**src/hw/vpes_defines.svh**
```systemverilog
// Offsets, field positions and reset values of the peak and event status block
`ifndef VPES_DEFINES_SVH
`define VPES_DEFINES_SVH

`define VPES_ADDR_VOLTAGE_PEAK_CAPTURE      16'he501
`define VPES_ADDR_EVENT_STATUS_WORD_0    16'he502
`define VPES_ADDR_PULSE_OUTPUT_MODE_REG     16'he610
`define VPES_ADDR_POWER_SIGN_REG     16'he617
`define VPES_ADDR_ACCUMULATION_MODE_REG    16'he701

`define VPES_PEAK_W          24
`define VPES_PEAK_PHASE_LSB  24
`define VPES_STATUS_W        19
`define VPES_POWER_SIGN_REG_W        9
`define VPES_PULSE_OUTPUT_MODE_REG_W        12
`define VPES_ACCUMULATION_MODE_REG_W       8

`define VPES_ST_TOTAL_ACTIVE_HALF_FULL         0
`define VPES_ST_FUND_ACTIVE_HALF_FULL        1
`define VPES_ST_TOTAL_REACTIVE_HALF_FULL         2
`define VPES_ST_FUND_REACTIVE_HALF_FULL        3
`define VPES_ST_APPARENT_HALF_FULL        4
`define VPES_ST_LINE         5
`define VPES_ST_REVAP_LSB    6
`define VPES_ST_SUM1         9
`define VPES_ST_REVRP_LSB    10
`define VPES_ST_SUM2         13
`define VPES_ST_PULSE_LSB    14
`define VPES_ST_DSP          17
`define VPES_ST_SUM3         18

`define VPES_ACC_ACT_SEL     6
`define VPES_ACC_REACT_SEL   7
`define VPES_CF_DIS_LSB      9

`define VPES_ACCUMULATION_MODE_REG_RST     8'h00
`define VPES_PULSE_OUTPUT_MODE_REG_RST      12'h088

`define VPES_BYTES_WORD      3'h4
`define VPES_BYTES_HALF      3'h2
`define VPES_BYTES_BYTE      3'h1

`endif

```
**src/hw/vpes_pkg.sv**
```systemverilog
// Types shared by the peak and event status block
package vpes_pkg;
  typedef enum logic [2:0] {
    VPES_K_U32  = 3'b000,
    VPES_K_SE24 = 3'b001,
    VPES_K_ZP24 = 3'b010,
    VPES_K_ZP20 = 3'b011,
    VPES_K_ZP10 = 3'b100,
    VPES_K_U8   = 3'b101
  } vpes_kind_t;
endpackage

```
**src/hw/vpes_fmt_if.sv**
```systemverilog
// Carrier between the register core and the serial word formatter
interface vpes_fmt_if;
  import vpes_pkg::*;
  logic              req;
  logic [31:0]       raw;
  vpes_kind_t        kind;
  logic              valid;
  logic [31:0]       word;
  logic [2:0]        bytes;
  modport core (output req, output raw, output kind, input valid, input word, input bytes);
  modport fmt  (input req, input raw, input kind, output valid, output word, output bytes);
endinterface

```
**src/hw/vpes_word_format.sv**
```systemverilog
// Serial word formatter: widens register contents to the transfer word
`include "vpes_defines.svh"
module vpes_word_format (
  input wire logic core_clk,
  input wire logic reset,
  vpes_fmt_if.fmt  port
);
  import vpes_pkg::*;

  logic [31:0] next_word;
  logic [2:0]  next_bytes;

  always_comb begin
    next_word  = port.raw;
    next_bytes = `VPES_BYTES_WORD;
    case (port.kind)
      // sign extend
      VPES_K_SE24: next_word = {{8{port.raw[23]}}, port.raw[23:0]};
      // zero pad
      VPES_K_ZP24: next_word = {8'h00, port.raw[23:0]};
      VPES_K_ZP20: next_word = {12'h000, port.raw[19:0]};
      // sixteen bit pad
      VPES_K_ZP10: begin
        next_word  = {16'h0000, 6'h00, port.raw[9:0]};
        next_bytes = `VPES_BYTES_HALF;
      end
      VPES_K_U8: begin
        next_word  = {24'h000000, port.raw[7:0]};
        next_bytes = `VPES_BYTES_BYTE;
      end
      default: next_word = port.raw;
    endcase
  end

  always_ff @(posedge core_clk) begin
    if (reset) begin
      port.valid <= 1'b0;
      port.word  <= 32'h00000000;
      port.bytes <= `VPES_BYTES_WORD;
    end else begin
      port.valid <= port.req;
      if (port.req) begin
        port.word  <= next_word;
        port.bytes <= next_bytes;
      end
    end
  end

  AST_SIGN_EXTEND: assert property (@(posedge core_clk) disable iff (reset)
    port.req && port.kind == VPES_K_SE24 |=> port.word[31:24] == {8{$past(port.raw[23])}})
    else $error("sign extension of 24-bit word wrong");
  AST_ZERO_PAD: assert property (@(posedge core_clk) disable iff (reset)
    port.req && port.kind == VPES_K_ZP20 |=> port.word[31:20] == 12'h000 && port.valid)
    else $error("20-bit word not zero padded");
  AST_TEN_BIT: assert property (@(posedge core_clk) disable iff (reset)
    port.req && port.kind == VPES_K_ZP10
    |=> port.word[15:10] == 6'h00 && port.bytes == `VPES_BYTES_HALF
        && port.word[9:0] == $past(port.raw[9:0]))
    else $error("10-bit word not sent as padded 16-bit word");
endmodule

```
**src/hw/vpes_status_top.sv**
```systemverilog
// Voltage peak capture, event status word and pulse output selection
//
// Behaviour
// Low 24 bits hold latest voltage peak
// Bits 24-26 flag phase of peak
// Peak register top five bits read zero
// Bit 0 on total active bit30 change
// Bit 1 fundamental active; zero without fundamental
// Bit 2 total reactive; zero without reactive
// Bit 3 fundamental reactive; zero without fundamental
// Bit 4 on apparent energy bit30 change
// Bit 5 at line cycle accumulation end
// Bits 6-8 active sign flip, sign stored
// Bits 10-12 reactive sign flip, selectable source
// Bits 9,13,18 pulse path sum flips
// Bits 14-16 on pulse falling edge, even disabled
// Three-bit select per pulse output
// Bit 17 when periodic computations finish
// Status bits 31:19 read zero
// 24-bit words widened: sign extended or padded
// 10-bit words sent padded to sixteen
// Flags sticky until host clears; reset zero
`include "vpes_defines.svh"
module vpes_status_top #(
  parameter bit HAS_FUND     = 1'b1,
  parameter bit HAS_REACTIVE = 1'b1
) (
  input  wire logic        core_clk,
  input  wire logic        reset,
  input  wire logic        peakValid,
  input  wire logic [23:0] peakValue,
  input  wire logic [2:0]  peakPhase,
  input  wire logic [14:0] energyBit30,
  input  wire logic        lineCycleMode,
  input  wire logic        lineCycleDone,
  input  wire logic [2:0]  totalActiveSign,
  input  wire logic [2:0]  fundActiveSign,
  input  wire logic [2:0]  totalReactiveSign,
  input  wire logic [2:0]  fundReactiveSign,
  input  wire logic [2:0]  pulseSumSign,
  input  wire logic [7:0]  powerPulse_n,
  input  wire logic        dspCycleDone,
  input  wire logic        rdEn,
  input  wire logic [15:0] rdAddr,
  input  wire logic        wrEn,
  input  wire logic [15:0] wrAddr,
  input  wire logic [31:0] wrData,
  output logic             rdValid,
  output logic [31:0]      rdData,
  output logic [2:0]       rdBytes,
  output logic [2:0]       pulseOutput_n
);
  import vpes_pkg::*;

  function automatic logic vpes_any(input logic [2:0] v);
    return |v;
  endfunction

  function automatic logic vpes_pick(input logic [7:0] src, input logic [2:0] sel);
    return src[sel];
  endfunction

  logic [`VPES_PEAK_W-1:0]    voltagePeakValue;
  logic [2:0]                 voltagePeakPhaseFlags;
  logic [`VPES_STATUS_W-1:0]  eventStatus;
  logic [`VPES_ACCUMULATION_MODE_REG_W-1:0] accumulationMode;
  logic [`VPES_PULSE_OUTPUT_MODE_REG_W-1:0]  pulseOutputMode;
  logic [`VPES_POWER_SIGN_REG_W-1:0]  powerSign;
  logic [14:0]                prevBit30;
  logic [2:0]                 prevPulse;

  vpes_fmt_if fmtLink ();

  // Peak capture
  always_ff @(posedge core_clk) begin
    if (reset) begin
      voltagePeakValue      <= 24'h000000;
      voltagePeakPhaseFlags <= 3'h0;
    end else if (peakValid) begin
      // peak value latch
      voltagePeakValue      <= peakValue;
      // phase flags latch
      voltagePeakPhaseFlags <= peakPhase;
    end
  end

  // Half-full detection
  wire [14:0] bit30Change = energyBit30 ^ prevBit30;

  // Sign sources; a change of source can itself look like a flip
  wire [2:0] activeSignNow   = accumulationMode[`VPES_ACC_ACT_SEL] ? fundActiveSign
                                                                   : totalActiveSign;
  wire [2:0] reactiveSignSel = accumulationMode[`VPES_ACC_REACT_SEL] ? fundReactiveSign
                                                                     : totalReactiveSign;
  wire [2:0] reactiveSignNow = HAS_REACTIVE ? reactiveSignSel : 3'h0;
  wire [`VPES_POWER_SIGN_REG_W-1:0] next_powerSign = {pulseSumSign[2], pulseSumSign[1],
                                              reactiveSignNow, pulseSumSign[0], activeSignNow};
  wire [`VPES_POWER_SIGN_REG_W-1:0] signFlip = next_powerSign ^ powerSign;

  // Pulse outputs
  wire [2:0] pulseNow;
  wire [2:0] pulseDisable = pulseOutputMode[`VPES_CF_DIS_LSB+2:`VPES_CF_DIS_LSB];
  genvar gi;
  generate
    for (gi = 0; gi < 3; gi++) begin : g_pulse
      // power type select
      assign pulseNow[gi] = vpes_pick(powerPulse_n, pulseOutputMode[3*gi+2:3*gi]);
    end
  endgenerate
  wire [2:0] pulseFall = prevPulse & ~pulseNow;

  // Event set vector
  logic [`VPES_STATUS_W-1:0] statusSet;
  always_comb begin
    statusSet = '0;
    // total active
    statusSet[`VPES_ST_TOTAL_ACTIVE_HALF_FULL]  = vpes_any(bit30Change[2:0]);
    // fundamental active
    statusSet[`VPES_ST_FUND_ACTIVE_HALF_FULL] = HAS_FUND && vpes_any(bit30Change[5:3]);
    // total reactive
    statusSet[`VPES_ST_TOTAL_REACTIVE_HALF_FULL]  = HAS_REACTIVE && vpes_any(bit30Change[8:6]);
    // fundamental reactive
    statusSet[`VPES_ST_FUND_REACTIVE_HALF_FULL] = HAS_FUND && vpes_any(bit30Change[11:9]);
    // apparent energy
    statusSet[`VPES_ST_APPARENT_HALF_FULL] = vpes_any(bit30Change[14:12]);
    // line cycle end
    statusSet[`VPES_ST_LINE]  = lineCycleMode && lineCycleDone;
    // active sign flips
    statusSet[`VPES_ST_REVAP_LSB+2:`VPES_ST_REVAP_LSB] = signFlip[2:0];
    // sum sign flips
    statusSet[`VPES_ST_SUM1]  = signFlip[3];
    statusSet[`VPES_ST_SUM2]  = signFlip[7];
    statusSet[`VPES_ST_SUM3]  = signFlip[8];
    // reactive sign flips
    statusSet[`VPES_ST_REVRP_LSB+2:`VPES_ST_REVRP_LSB] = signFlip[6:4];
    // falling edge, ignores disable
    statusSet[`VPES_ST_PULSE_LSB+2:`VPES_ST_PULSE_LSB] = pulseFall;
    // computation done
    statusSet[`VPES_ST_DSP]   = dspCycleDone;
  end

  // Write decode
  wire wrStatus  = wrEn && wrAddr == `VPES_ADDR_EVENT_STATUS_WORD_0;
  wire wrAccMode = wrEn && wrAddr == `VPES_ADDR_ACCUMULATION_MODE_REG;
  wire wrCfMode  = wrEn && wrAddr == `VPES_ADDR_PULSE_OUTPUT_MODE_REG;
  wire [`VPES_STATUS_W-1:0] statusClear = wrStatus ? wrData[`VPES_STATUS_W-1:0] : '0;
  // set beats clear
  wire [`VPES_STATUS_W-1:0] next_eventStatus = (eventStatus & ~statusClear) | statusSet;

  always_ff @(posedge core_clk) begin
    if (reset) begin
      eventStatus      <= '0;
      accumulationMode <= `VPES_ACCUMULATION_MODE_REG_RST;
      pulseOutputMode  <= `VPES_PULSE_OUTPUT_MODE_REG_RST;
      powerSign        <= '0;
      prevBit30        <= '0;
      prevPulse        <= 3'h7;
      pulseOutput_n    <= 3'h7;
    end else begin
      eventStatus      <= next_eventStatus;
      powerSign        <= next_powerSign;
      prevBit30        <= energyBit30;
      prevPulse        <= pulseNow;
      // Disabled outputs idle high, the flag still follows the datapath
      pulseOutput_n    <= pulseNow | pulseDisable;
      if (wrAccMode) begin
        accumulationMode <= wrData[`VPES_ACCUMULATION_MODE_REG_W-1:0];
      end
      if (wrCfMode) begin
        pulseOutputMode <= wrData[`VPES_PULSE_OUTPUT_MODE_REG_W-1:0];
      end
    end
  end

  // Read decode
  logic [31:0] readRaw;
  vpes_kind_t  readKind;
  always_comb begin
    readRaw  = 32'h00000000;
    readKind = VPES_K_U32;
    if (rdAddr == `VPES_ADDR_VOLTAGE_PEAK_CAPTURE) begin
      // top bits zero
      readRaw = {5'h00, voltagePeakPhaseFlags, voltagePeakValue};
    end else if (rdAddr == `VPES_ADDR_EVENT_STATUS_WORD_0) begin
      // reserved bits zero
      readRaw = {13'h0000, eventStatus};
    end else if (rdAddr == `VPES_ADDR_ACCUMULATION_MODE_REG) begin
      readRaw  = {24'h000000, accumulationMode};
      readKind = VPES_K_U8;
    end else if (rdAddr == `VPES_ADDR_PULSE_OUTPUT_MODE_REG) begin
      readRaw  = {20'h00000, pulseOutputMode};
      readKind = VPES_K_ZP10;
      if (pulseOutputMode[11:10] != 2'h0) begin
        readRaw  = {20'h00000, pulseOutputMode};
        readKind = VPES_K_ZP20;
      end
    end else if (rdAddr == `VPES_ADDR_POWER_SIGN_REG) begin
      readRaw  = {23'h000000, powerSign};
      readKind = VPES_K_ZP10;
    end
  end

  always_ff @(posedge core_clk) begin
    if (reset) begin
      fmtLink.req  <= 1'b0;
      fmtLink.raw  <= 32'h00000000;
      fmtLink.kind <= VPES_K_U32;
    end else begin
      fmtLink.req <= rdEn;
      if (rdEn) begin
        fmtLink.raw  <= readRaw;
        fmtLink.kind <= readKind;
      end
    end
  end

  vpes_word_format u_format (
    .core_clk (core_clk),
    .reset    (reset),
    .port     (fmtLink.fmt)
  );

  assign rdValid = fmtLink.valid;
  assign rdData  = fmtLink.word;
  assign rdBytes = fmtLink.bytes;

  AST_PEAK_VALUE: assert property (@(posedge core_clk) disable iff (reset)
    peakValid ##1 !peakValid ##1 rdEn && rdAddr == `VPES_ADDR_VOLTAGE_PEAK_CAPTURE && !peakValid
    |-> ##2 rdValid && rdData[23:0] == $past(peakValue, 4))
    else $error("peak value not returned");
  AST_PEAK_PHASE: assert property (@(posedge core_clk) disable iff (reset)
    peakValid |=> voltagePeakPhaseFlags == $past(peakPhase))
    else $error("peak phase flags not captured");
  AST_PEAK_TOP: assert property (@(posedge core_clk) disable iff (reset)
    rdEn && rdAddr == `VPES_ADDR_VOLTAGE_PEAK_CAPTURE |-> ##2 rdValid && rdData[31:27] == 5'h00)
    else $error("peak register top bits nonzero");
  AST_ACTIVE_HALF: assert property (@(posedge core_clk) disable iff (reset)
    energyBit30[2:0] != prevBit30[2:0] |=> eventStatus[`VPES_ST_TOTAL_ACTIVE_HALF_FULL])
    else $error("active half-full flag missed");
  AST_FUND_ABSENT: assert property (@(posedge core_clk) disable iff (reset)
    !HAS_FUND |-> !eventStatus[`VPES_ST_FUND_ACTIVE_HALF_FULL] && !eventStatus[`VPES_ST_FUND_REACTIVE_HALF_FULL])
    else $error("fundamental flag set in variant without it");
  AST_REACT_ABSENT: assert property (@(posedge core_clk) disable iff (reset)
    !HAS_REACTIVE |-> eventStatus[12:10] == 3'h0 && !eventStatus[`VPES_ST_TOTAL_REACTIVE_HALF_FULL])
    else $error("reactive flag set in variant without it");
  AST_LINE_DONE: assert property (@(posedge core_clk) disable iff (reset)
    lineCycleDone && !lineCycleMode && !$past(eventStatus[`VPES_ST_LINE]) && !wrStatus
    |=> !eventStatus[`VPES_ST_LINE] || $past(eventStatus[`VPES_ST_LINE]))
    else $error("line flag set outside line mode");
  AST_ACT_FLIP: assert property (@(posedge core_clk) disable iff (reset)
    $stable(accumulationMode) && !accumulationMode[`VPES_ACC_ACT_SEL]
    && totalActiveSign != $past(totalActiveSign)
    |=> (eventStatus[8:6] & ($past(totalActiveSign) ^ $past(totalActiveSign, 2))) != 3'h0)
    else $error("active sign flip not flagged");
  AST_PULSE_FLAG: assert property (@(posedge core_clk) disable iff (reset)
    prevPulse[0] && !pulseNow[0] |=> eventStatus[`VPES_ST_PULSE_LSB])
    else $error("pulse edge not flagged");
  AST_PULSE_SELECT: assert property (@(posedge core_clk) disable iff (reset)
    !pulseOutputMode[`VPES_CF_DIS_LSB+1]
    |=> pulseOutput_n[1] == $past(powerPulse_n[pulseOutputMode[5:3]]))
    else $error("pulse output 2 does not follow selected power");
  AST_DSP_DONE: assert property (@(posedge core_clk) disable iff (reset)
    dspCycleDone |=> eventStatus[`VPES_ST_DSP])
    else $error("computation done flag missed");
  AST_STATUS_RSVD: assert property (@(posedge core_clk) disable iff (reset)
    rdEn && rdAddr == `VPES_ADDR_EVENT_STATUS_WORD_0 |-> ##2 rdValid && rdData[31:19] == 13'h0000)
    else $error("reserved status bits nonzero");
  AST_STICKY: assert property (@(posedge core_clk) disable iff (reset)
    eventStatus[`VPES_ST_DSP] && !(wrStatus && wrData[`VPES_ST_DSP])
    |=> eventStatus[`VPES_ST_DSP])
    else $error("status flag dropped without clear");
  AST_STATUS_CLEAR: assert property (@(posedge core_clk) disable iff (reset)
    wrStatus && wrData[`VPES_ST_DSP] && !dspCycleDone |=> !eventStatus[`VPES_ST_DSP])
    else $error("status flag not cleared by host write");
  AST_LINE_SET: assert property (@(posedge core_clk) disable iff (reset)
    lineCycleMode && lineCycleDone |=> eventStatus[`VPES_ST_LINE])
    else $error("line cycle completion not flagged");
  AST_APPARENT_HALF: assert property (@(posedge core_clk) disable iff (reset)
    energyBit30[14:12] != prevBit30[14:12] |=> eventStatus[`VPES_ST_APPARENT_HALF_FULL])
    else $error("apparent half-full flag missed");
  AST_REACT_HALF: assert property (@(posedge core_clk) disable iff (reset)
    HAS_REACTIVE && energyBit30[8:6] != prevBit30[8:6] |=> eventStatus[`VPES_ST_TOTAL_REACTIVE_HALF_FULL])
    else $error("reactive half-full flag missed");
  AST_FUND_HALF: assert property (@(posedge core_clk) disable iff (reset)
    HAS_FUND && energyBit30[11:9] != prevBit30[11:9] |=> eventStatus[`VPES_ST_FUND_REACTIVE_HALF_FULL])
    else $error("fundamental reactive half-full flag missed");
  AST_SUM1_FLIP: assert property (@(posedge core_clk) disable iff (reset)
    pulseSumSign[0] != $past(pulseSumSign[0]) |=> eventStatus[`VPES_ST_SUM1])
    else $error("pulse path 1 sum flip not flagged");
  AST_SUM3_FLIP: assert property (@(posedge core_clk) disable iff (reset)
    pulseSumSign[2] != $past(pulseSumSign[2]) |=> eventStatus[`VPES_ST_SUM3])
    else $error("pulse path 3 sum flip not flagged");
  AST_SIGN_STORE: assert property (@(posedge core_clk) disable iff (reset)
    !accumulationMode[`VPES_ACC_ACT_SEL] |=> powerSign[2:0] == $past(totalActiveSign))
    else $error("active sign not stored");
  AST_REACT_FLIP: assert property (@(posedge core_clk) disable iff (reset)
    HAS_REACTIVE && $stable(accumulationMode) && accumulationMode[`VPES_ACC_REACT_SEL]
    && fundReactiveSign != $past(fundReactiveSign)
    |=> (eventStatus[12:10] & ($past(fundReactiveSign) ^ $past(fundReactiveSign, 2))) != 3'h0)
    else $error("reactive sign flip not flagged");
  AST_PULSE_DISABLED: assert property (@(posedge core_clk) disable iff (reset)
    pulseOutputMode[`VPES_CF_DIS_LSB+2] && prevPulse[2] && !pulseNow[2]
    |=> eventStatus[`VPES_ST_PULSE_LSB+2] && pulseOutput_n[2])
    else $error("disabled pulse output edge not flagged");
  AST_PEAK_HOLD: assert property (@(posedge core_clk) disable iff (reset)
    !peakValid |=> $stable(voltagePeakValue) && $stable(voltagePeakPhaseFlags))
    else $error("peak register changed without new peak");
endmodule

```
**config.mk**
```make
export PLATFORM = sky130hd
export DESIGN_NAME = vpes_status_top
export DESIGN_NICKNAME = d
export VERILOG_FILES = /design/src/hw/vpes_pkg.sv /design/src/hw/vpes_fmt_if.sv /design/src/hw/vpes_word_format.sv /design/src/hw/vpes_status_top.sv
export VERILOG_INCLUDE_DIRS = /design/src /design/src/hw
export SDC_FILE = /design/constraint.sdc
export NUM_CORES = 1
export LEC_CHECK = 0
export ABC_AREA = 1
export BUFFER_PORTS_ARGS = -buffer_cell sky130_fd_sc_hd__buf_2
export CORE_MARGIN = 2
export CORE_UTILIZATION = 53
export DETAILED_ROUTE_END_ITERATION = 16
export GPL_ROUTABILITY_DRIVEN = 0
export PLACE_DENSITY = 0.79
export SLEW_MARGIN = 20
export SYNTH_ARGS = -nofsm -noshare
export SYNTH_HDL_FRONTEND = slang
export SYNTH_HIERARCHICAL = 1
export SYNTH_SLANG_ARGS = --single-unit
```
**constraint.sdc**
```tcl
create_clock -name core_clk -period 1.7 [get_ports core_clk]
set_input_delay 0.255 -clock core_clk [delete_from_list [all_inputs] [get_ports core_clk]]
set_output_delay 0.255 -clock core_clk [all_outputs]
set_load 0.02 [all_outputs]
```
Word level (Yosys, flattened, before mapping)
Cells that the tools add are included.
{ "word_totals": {"inputBits": 137, "out_inout_bits": 39, "romBits": 0, "wordCells": 71, "ramBits": 0, "latchBits": 0, "reg_bits": 168, "mem_count": 0} }
{ "op_classes": {"mux": 22, "reduce_logical": 10, "order_cmp": 3, "div_mod_pow": 0, "shifts": 0, "n_addsub": 0, "eq_ne": 13, "multipliers": 0, "bitwise_logic": 8} }
{ "op_table": {"columns": ["cell", "n"], "rows": [
  ["case mux 32 bit (5 select lines)", 1],
  ["== test 16 bit, second input constant", 8],
  ["two-way mux 19 bit", 2],
  ["two-way mux 27 bit", 1],
  ["two-way mux 12 bit", 2],
  ["two-way mux 3 bit", 8],
  ["bitwise AND 19 bit", 1],
  ["inverter 19 bit", 1],
  ["OR 19 bit", 1],
  ["OR reduction 3 bit", 5],
  ["bitwise XOR 15 bit", 1],
  ["< comparator 3 x 4 -> 1 bit, second input constant", 3],
  ["binary-select mux 1 bit (select 3 bit)", 3],
  ["two-way mux 9 bit", 1],
  ["bitwise XOR 9 bit", 1],
  ["== test 3 x 2 -> 1 bit, second input constant", 2],
  ["== test 3 bit, second input constant", 2],
  ["case mux 3 bit (2 select lines)", 1],
  ["logical AND 1 bit", 4],
  ["bitwise AND 3 bit", 1],
  ["== test 3 x 1 -> 1 bit, second input constant", 1],
  ["two-way mux 1 bit", 3],
  ["inverter 3 bit", 1],
  ["OR 3 bit", 1],
  ["nonzero test 2 bit", 1]
]} }

Logic depth before layout (Yosys ltp)
{ "depth": {"depth_word": 6, "mapped_depth": 11, "mapped_depth_nobuf": 10} }

By module
The synthesis kept the hierarchy.
{ "by_module_without_submodules": {"columns": ["module", "area_each_um2", "seq_area_each_um2", "cells_per_inst", "n_inst"], "rows": [
  ["vpes_status_top", 5730.5, 2542.4, 797, 1],
  ["vpes_word_format", 1373.8, 720.7, 169, 1]
]} }

Worst setup path before layout
OpenSTA, ideal clock, no wires.
{ "synth_path": {"kind": "register -> register", "startpoint": "reg pulseOutputMode[0]", "endpoint": "reg pulseOutput_n[0]", "arrival_ns": 1.173, "path_stages_with_launch": 9, "t_required_ns": 1.577, "setup_slack_ns": 0.403, "setup_ns": 0.123, "n_path_buf": 1, "period_less_slack_ns": 1.297, "path_cell_list": "dfxtp_1 buf_2 o211ai_1 nand2_1 nand2_1 o21ai_0 nor2_1 inv_1 or2_2"} }
{ "synth_via": {"elab_chain_cells": 3} }
{ "synth_rtl": {"columns": ["element", "line_no", "text"], "rows": [
  ["start: declaration", "vpes_status_top.sv:67", "logic [`VPES_PULSE_OUTPUT_MODE_REG_W-1:0] pulseOutputMode;"],
  ["start signal: assignment", "vpes_status_top.sv:154", "pulseOutputMode <= `VPES_PULSE_OUTPUT_MODE_REG_RST;"],
  ["start signal: assignment", "vpes_status_top.sv:170", "pulseOutputMode <= wrData[`VPES_PULSE_OUTPUT_MODE_REG_W-1:0];"],
  ["binary-select mux 1 bit (select 3 bit)", "vpes_status_top.sv:60", "return src[sel];"],
  ["two-way mux 1 bit (not written as such)", "vpes_status_top.sv:60", null],
  ["OR 3 bit", "vpes_status_top.sv:165", "pulseOutput_n <= pulseNow | pulseDisable;"],
  ["end signal: assignment", "vpes_status_top.sv:165", null],
  ["end: declaration", "vpes_status_top.sv:51", "output logic [2:0] pulseOutput_n"]
]} }
Every way passes these cells. The select of a mux whose other input is x is not followed.
A chain may end at the register's enable or synchronous reset.

Worst setup path after layout
{ "layout_path": {"startpoint": "reg pulseOutputMode[3]", "endpoint": "reg pulseOutput_n[1]"} }
The elaborated chain is that of the path after synthesis.

==> impl_table.tex <==
\begin{tabular}{lr}
\hline
Metric & Value \\
\hline
\multicolumn{2}{l}{\textbf{Flow run}} \\
\quad Max cap viols & 0 \\
\multicolumn{2}{l}{\textbf{Setup path}} \\
\quad Setup crit end kind & flip-flop \\
\quad Largest delay contributor family on the critical path & simple AND/OR/NAND/NOR gates \\
\quad Crit path required time & 2010 ps \\
\quad Critical-path cell list & a21oi\_1, o21ai\_0, nand2\_1, nand2\_1, o21ai\_0, nor2\_1, inv\_1, or2\_2 \\
\quad Element type at the critical path start & flip-flop \\
\quad Logic depth of the worst path, buffers included & 8 \\
\quad Reg2Reg Setup Slack & around 180 ps \\
\quad Worst path buffer plus inverter count & 1 \\
\quad CP endpoint & pulseOutput\_n[1]\$\_SDFF\_PP1\_ \\
\quad Number of cell instances on the worst register-to-register path & 8 \\
\quad Worst r2r src & pulseOutputMode[3]\$\_SDFFE\_PP1P\_ \\
\quad Timing startpoint of the critical path & pulseOutputMode[3]\$\_SDFFE\_PP1P\_ \\
\quad Critical-path top delay cell & dfxtp\_1 \\
\quad Kind of critical path & reg2reg \\
\quad Worst r2r dst & pulseOutput\_n[1]\$\_SDFF\_PP1\_ \\
\quad CP max FO & 10 \\
\quad Longest individual stage delay on the worst path & 520 ps \\
\quad Data arrival, critical path & 1820 ps \\
\multicolumn{2}{l}{\textbf{Detailed routing}} \\
\quad Post-DR vias/cell & 5.130 \\
\quad Total vias in the final route & 6,741 \\
\quad Total routed wirelength & 18,100 um \\
\quad First drt pass iteration count & 5 \\
\quad Number of nets still failing antenna checks after routing & 0 \\
\quad WL per Instance & 13.77 um \\
\quad Violation count after the first detailed-routing iteration & 651 \\
\quad \# DRC & 0 \\
\multicolumn{2}{l}{\textbf{Floorplanning}} \\
\quad Core box area & 13,190 um\^{}2 \\
\quad Die X & 119.8 um \\
\quad Rows & 42 \\
\quad Ports & around 180 \\
\quad Starting Density & 53.86\% \\
\quad Overall die area & 14,350 um\^{}2 \\
\quad Die Span Y & 119.8 um \\
\multicolumn{2}{l}{\textbf{Clocking}} \\
\quad Deepest level of the CTS H-tree & 4 \\
\quad Worst-case clock buffer depth & 2 \\
\quad Post-cts hold buffer count & 0 \\
\quad Cell at the root of the clock tree & clkbuf\_16 \\
\quad Number of buffers created by CTS & 17 \\
\quad Clk Latency, worst-skew pair & 430 ps \\
\quad Num Clock Sinks & 163 \\
\quad CTS tree & yes \\
\quad Resized Gates After CTS & 0 \\
\quad Post-CTS setup buffers & 0 \\
\quad Clock transition at the registers of the reported paths & 60 ps \\
\multicolumn{2}{l}{\textbf{STA}} \\
\quad Tightest slew margin relative to the limit & 63.14\% \\
\quad Period Utilization, post-route & 89.15\% \\
\quad Setup violations, final & 0 \\
\quad Post-layout worst setup margin & 184.5 ps \\
\quad Highest clock rate & 0.6598 GHz \\
\quad Total Negative Setup Slacks & 0 ps \\
\quad Actual transition at the worst max-transition pin & around 550 ps \\
\quad Setup repair after global routing missed its margin & false \\
\quad Final-report hold violation count & 0 \\
\quad Pins over their slew limit & 0 \\
\quad Minimum hold slack & 45.91 ps \\
\quad Fin Clk Skew & approximately 12 ps \\
\quad Post-layout min period & 1516 ps \\
\multicolumn{2}{l}{\textbf{Finish}} \\
\quad Layout Cell Area excl Fill & around 8700 um\^{}2 \\
\quad Layout cells sized above 1 & approximately 24\% \\
\quad Post-layout net count & 1,262 \\
\quad Total inserted antenna cells & 0 \\
\quad Commonest non-fill, non-tap cells in the layout & 163 x dfxtp\_1, 162 x buf\_2, 152 x nand2\_1 \\
\quad Share of the core filled with cells in the final layout & about two thirds \\
\quad Most common cell after layout, fill and taps aside & dfxtp\_1 \\
\quad Fin cells & 1,314 \\
\quad Layout overhead on the synthesized area & 22.70\% \\
\multicolumn{2}{l}{\textbf{Run status}} \\
\quad Result of the run & finished clean \\
\multicolumn{2}{l}{\textbf{Logic synthesis}} \\
\quad Xor and xnor area share after synthesis & 1.726\% \\
\quad Main combinational cell family by area after synthesis & simple AND/OR/NAND/NOR gates \\
\quad Biggest area contributors in the synthesized netlist & dfxtp\_1 46\%, nand2\_1 8.0\%, nor2\_1 7.7\% \\
\quad Count of state elements after synthesis & 163 \\
\quad Share of the synthesized area in compound gates (AO/OA/AOI/OAI) & between 10\% and 20\% \\
\quad Synth Flop Type & dfxtp\_1 \\
\quad Post-Synthesis Cell Area & 7104 um\^{}2 \\
\quad Post-synthesis share of cell area spent on full adders, half adders and majority gates & 0\% \\
\quad Mapped Cells & 966 \\
\quad Area share of the largest cell type after synthesis & 45.93\% \\
\quad Asr flop ratio synth & 0\% \\
\quad Avg Inst Size Synth & 7.354 um\^{}2 \\
\quad Sequential element share of the synthesized area & 45.93\% \\
\quad Area fraction in and, or, nand and nor cells after synthesis & 27.79\% \\
\quad Count of flip-flops with a built-in enable after synthesis & 0 \\
\quad Yosys warning total & 6 \\
\quad Biggest area consumer among synthesized cells & dfxtp\_1 \\
\quad Mux contribution to synthesized area & 0.8454\% \\
\quad Count of different cell masters after synthesis & 39 \\
\multicolumn{2}{l}{\textbf{Global routing}} \\
\quad Largest net degree at the start of global routing & 39 \\
\quad Total overflow reported by the global router & 0 \\
\quad Total routing resource utilization after global routing & 25.79\% \\
\quad Antenna violations before repair & 0 \\
\quad Wire length of the first global-routing pass & 29,580 um \\
\quad Via count of the first global-routing pass & 6,316 \\
\multicolumn{2}{l}{\textbf{Placed design}} \\
\quad Cell count after placement & 1,282 \\
\quad Final HPWL DP & 13,140 um \\
\quad Count of buffers inserted at the top-level ports & 162 \\
\quad Placement Setup Slack & 110.3 ps \\
\quad Placed instance area & 8088 um\^{}2 \\
\multicolumn{2}{l}{\textbf{Pwr}} \\
\quad Power, Total & 8.876 mW \\
\quad IR drop worst, VDD & a little under 0.8 mV \\
\quad Total leakage power & about 4.1 nW \\
\quad Power density normalized to cell area & 1018 nW/um\^{}2 \\
\multicolumn{2}{l}{\textbf{Worst hold path}} \\
\quad Tightest Hold Check Type & in2reg \\
\hline
\end{tabular}
## cell type report
| cell class | count | area (um^2) |
|---|---|---|
| Clock inverter | 10 | 145.1 |
| Multi-Input combinational cell | 661 | 3241 |
| Sequential cell | 163 | 3263 |
| Timing Repair Buffer | 185 | 996.0 |
| Tap cell | 176 | 220.2 |
| Inverter | 97 | 367.9 |
| Fill cell | 1159 | 4473 |
| Clock buffer | 22 | 484.2 |
## cell families after synthesis
family,count (synthesis)
compound gates,193
mux,6
flops,163
simple gates,443
xor+xnor,14
buf+inv,146
other cells,1
## state kept, by name, summed over array words and instances (netlist names), 8 cells and up
signal / flops
powerSign: 9
prevBit30: 15
fmtLink.raw: 27
voltagePeakValue: 24
accumulationMode: 8
pulseOutputMode: 12
u_format/port.word: 32
eventStatus: 19
## synth_stat cells, types with 2 or more instances
| cell | number |
|---|---|
| or2_2 | 3 |
| nand2_2 | 17 |
| nand3_2 | 2 |
| a21oi_2 | 11 |
| nor2_4 | 4 |
| nand3b_1 | 2 |
| xor2_1 | 11 |
| xnor2_1 | 3 |
| nand2_1 | 152 |
| o211ai_1 | 14 |
| buf_6 | 5 |
| nor2_1 | 145 |
| clkinv_1 | 2 |
| o21ai_1 | 5 |
| o21ai_0 | 95 |
| nand4_1 | 4 |
| inv_1 | 86 |
| clkbuf_1 | 28 |
| inv_2 | 7 |
| a21oi_1 | 59 |
| nand3_1 | 83 |
| nor2_8 | 2 |
| o22ai_1 | 5 |
| buf_4 | 3 |
| nor3_1 | 17 |
| dfxtp_1 | 163 |
| nor2_2 | 9 |
| nand2_4 | 2 |
| mux2i_1 | 6 |
| buf_2 | 12 |
## worst min path at each step
stage	slack (ps)	depth (start not counted)	to	from
after floorplan	320	1	u_format/port.word[10]$_SDFFE_PP0P_	reset
after detailed placement	410	2	eventStatus[14]$_SDFF_PP0_	prevPulse[0]$_SDFF_PP1_
after global routing	50	3	prevBit30[7]$_SDFF_PP0_	energyBit30[7]
final	50	3	prevBit30[7]$_SDFF_PP0_	energyBit30[7]
after CTS	40	3	prevBit30[7]$_SDFF_PP0_	energyBit30[7]
after global placement	400	2	eventStatus[15]$_SDFF_PP0_	prevPulse[1]$_SDFF_PP1_
## worst register-to-register path: stages (launching register included)
cell and delay (ps):
dfxtp_1 520, a21oi_1 120, o21ai_0 80, nand2_1 70, nand2_1 50, o21ai_0 80
nor2_1 150, inv_1 60, or2_2 280
## power breakdown
| part | leakage [nW] | internal, mW | total [mW] | switching [mW] |
|---|---|---|---|---|
| Clock | 0.303 | 2.48 | 4.02 | 1.54 |
| Sequential | 1.34 | 4.00 | 4.09 | 0.0916 |
| Combinational | 2.49 | 0.304 | 0.767 | 0.463 |
| Total | 4.14 | 6.78 | 8.88 | 2.10 |
## layer usage
| metal | part of all wire [%] | routed length [um] | GRT usage [%] | up-vias |
|---|---|---|---|---|
| li1 | - | - | - | 3430 |
| met1 | 45 | 8066 | 32.69 | 3067 |
| met2 | 47 | 8597 | 43.11 | 211 |
| met3 | 6.0 | 1090 | 5.466 | 33 |
| met4 | 1.9 | 347 | 10.00 | 0 |
| met5 | 0 | 0 | 0 | - |
Power figures use the tool's default switching activity.
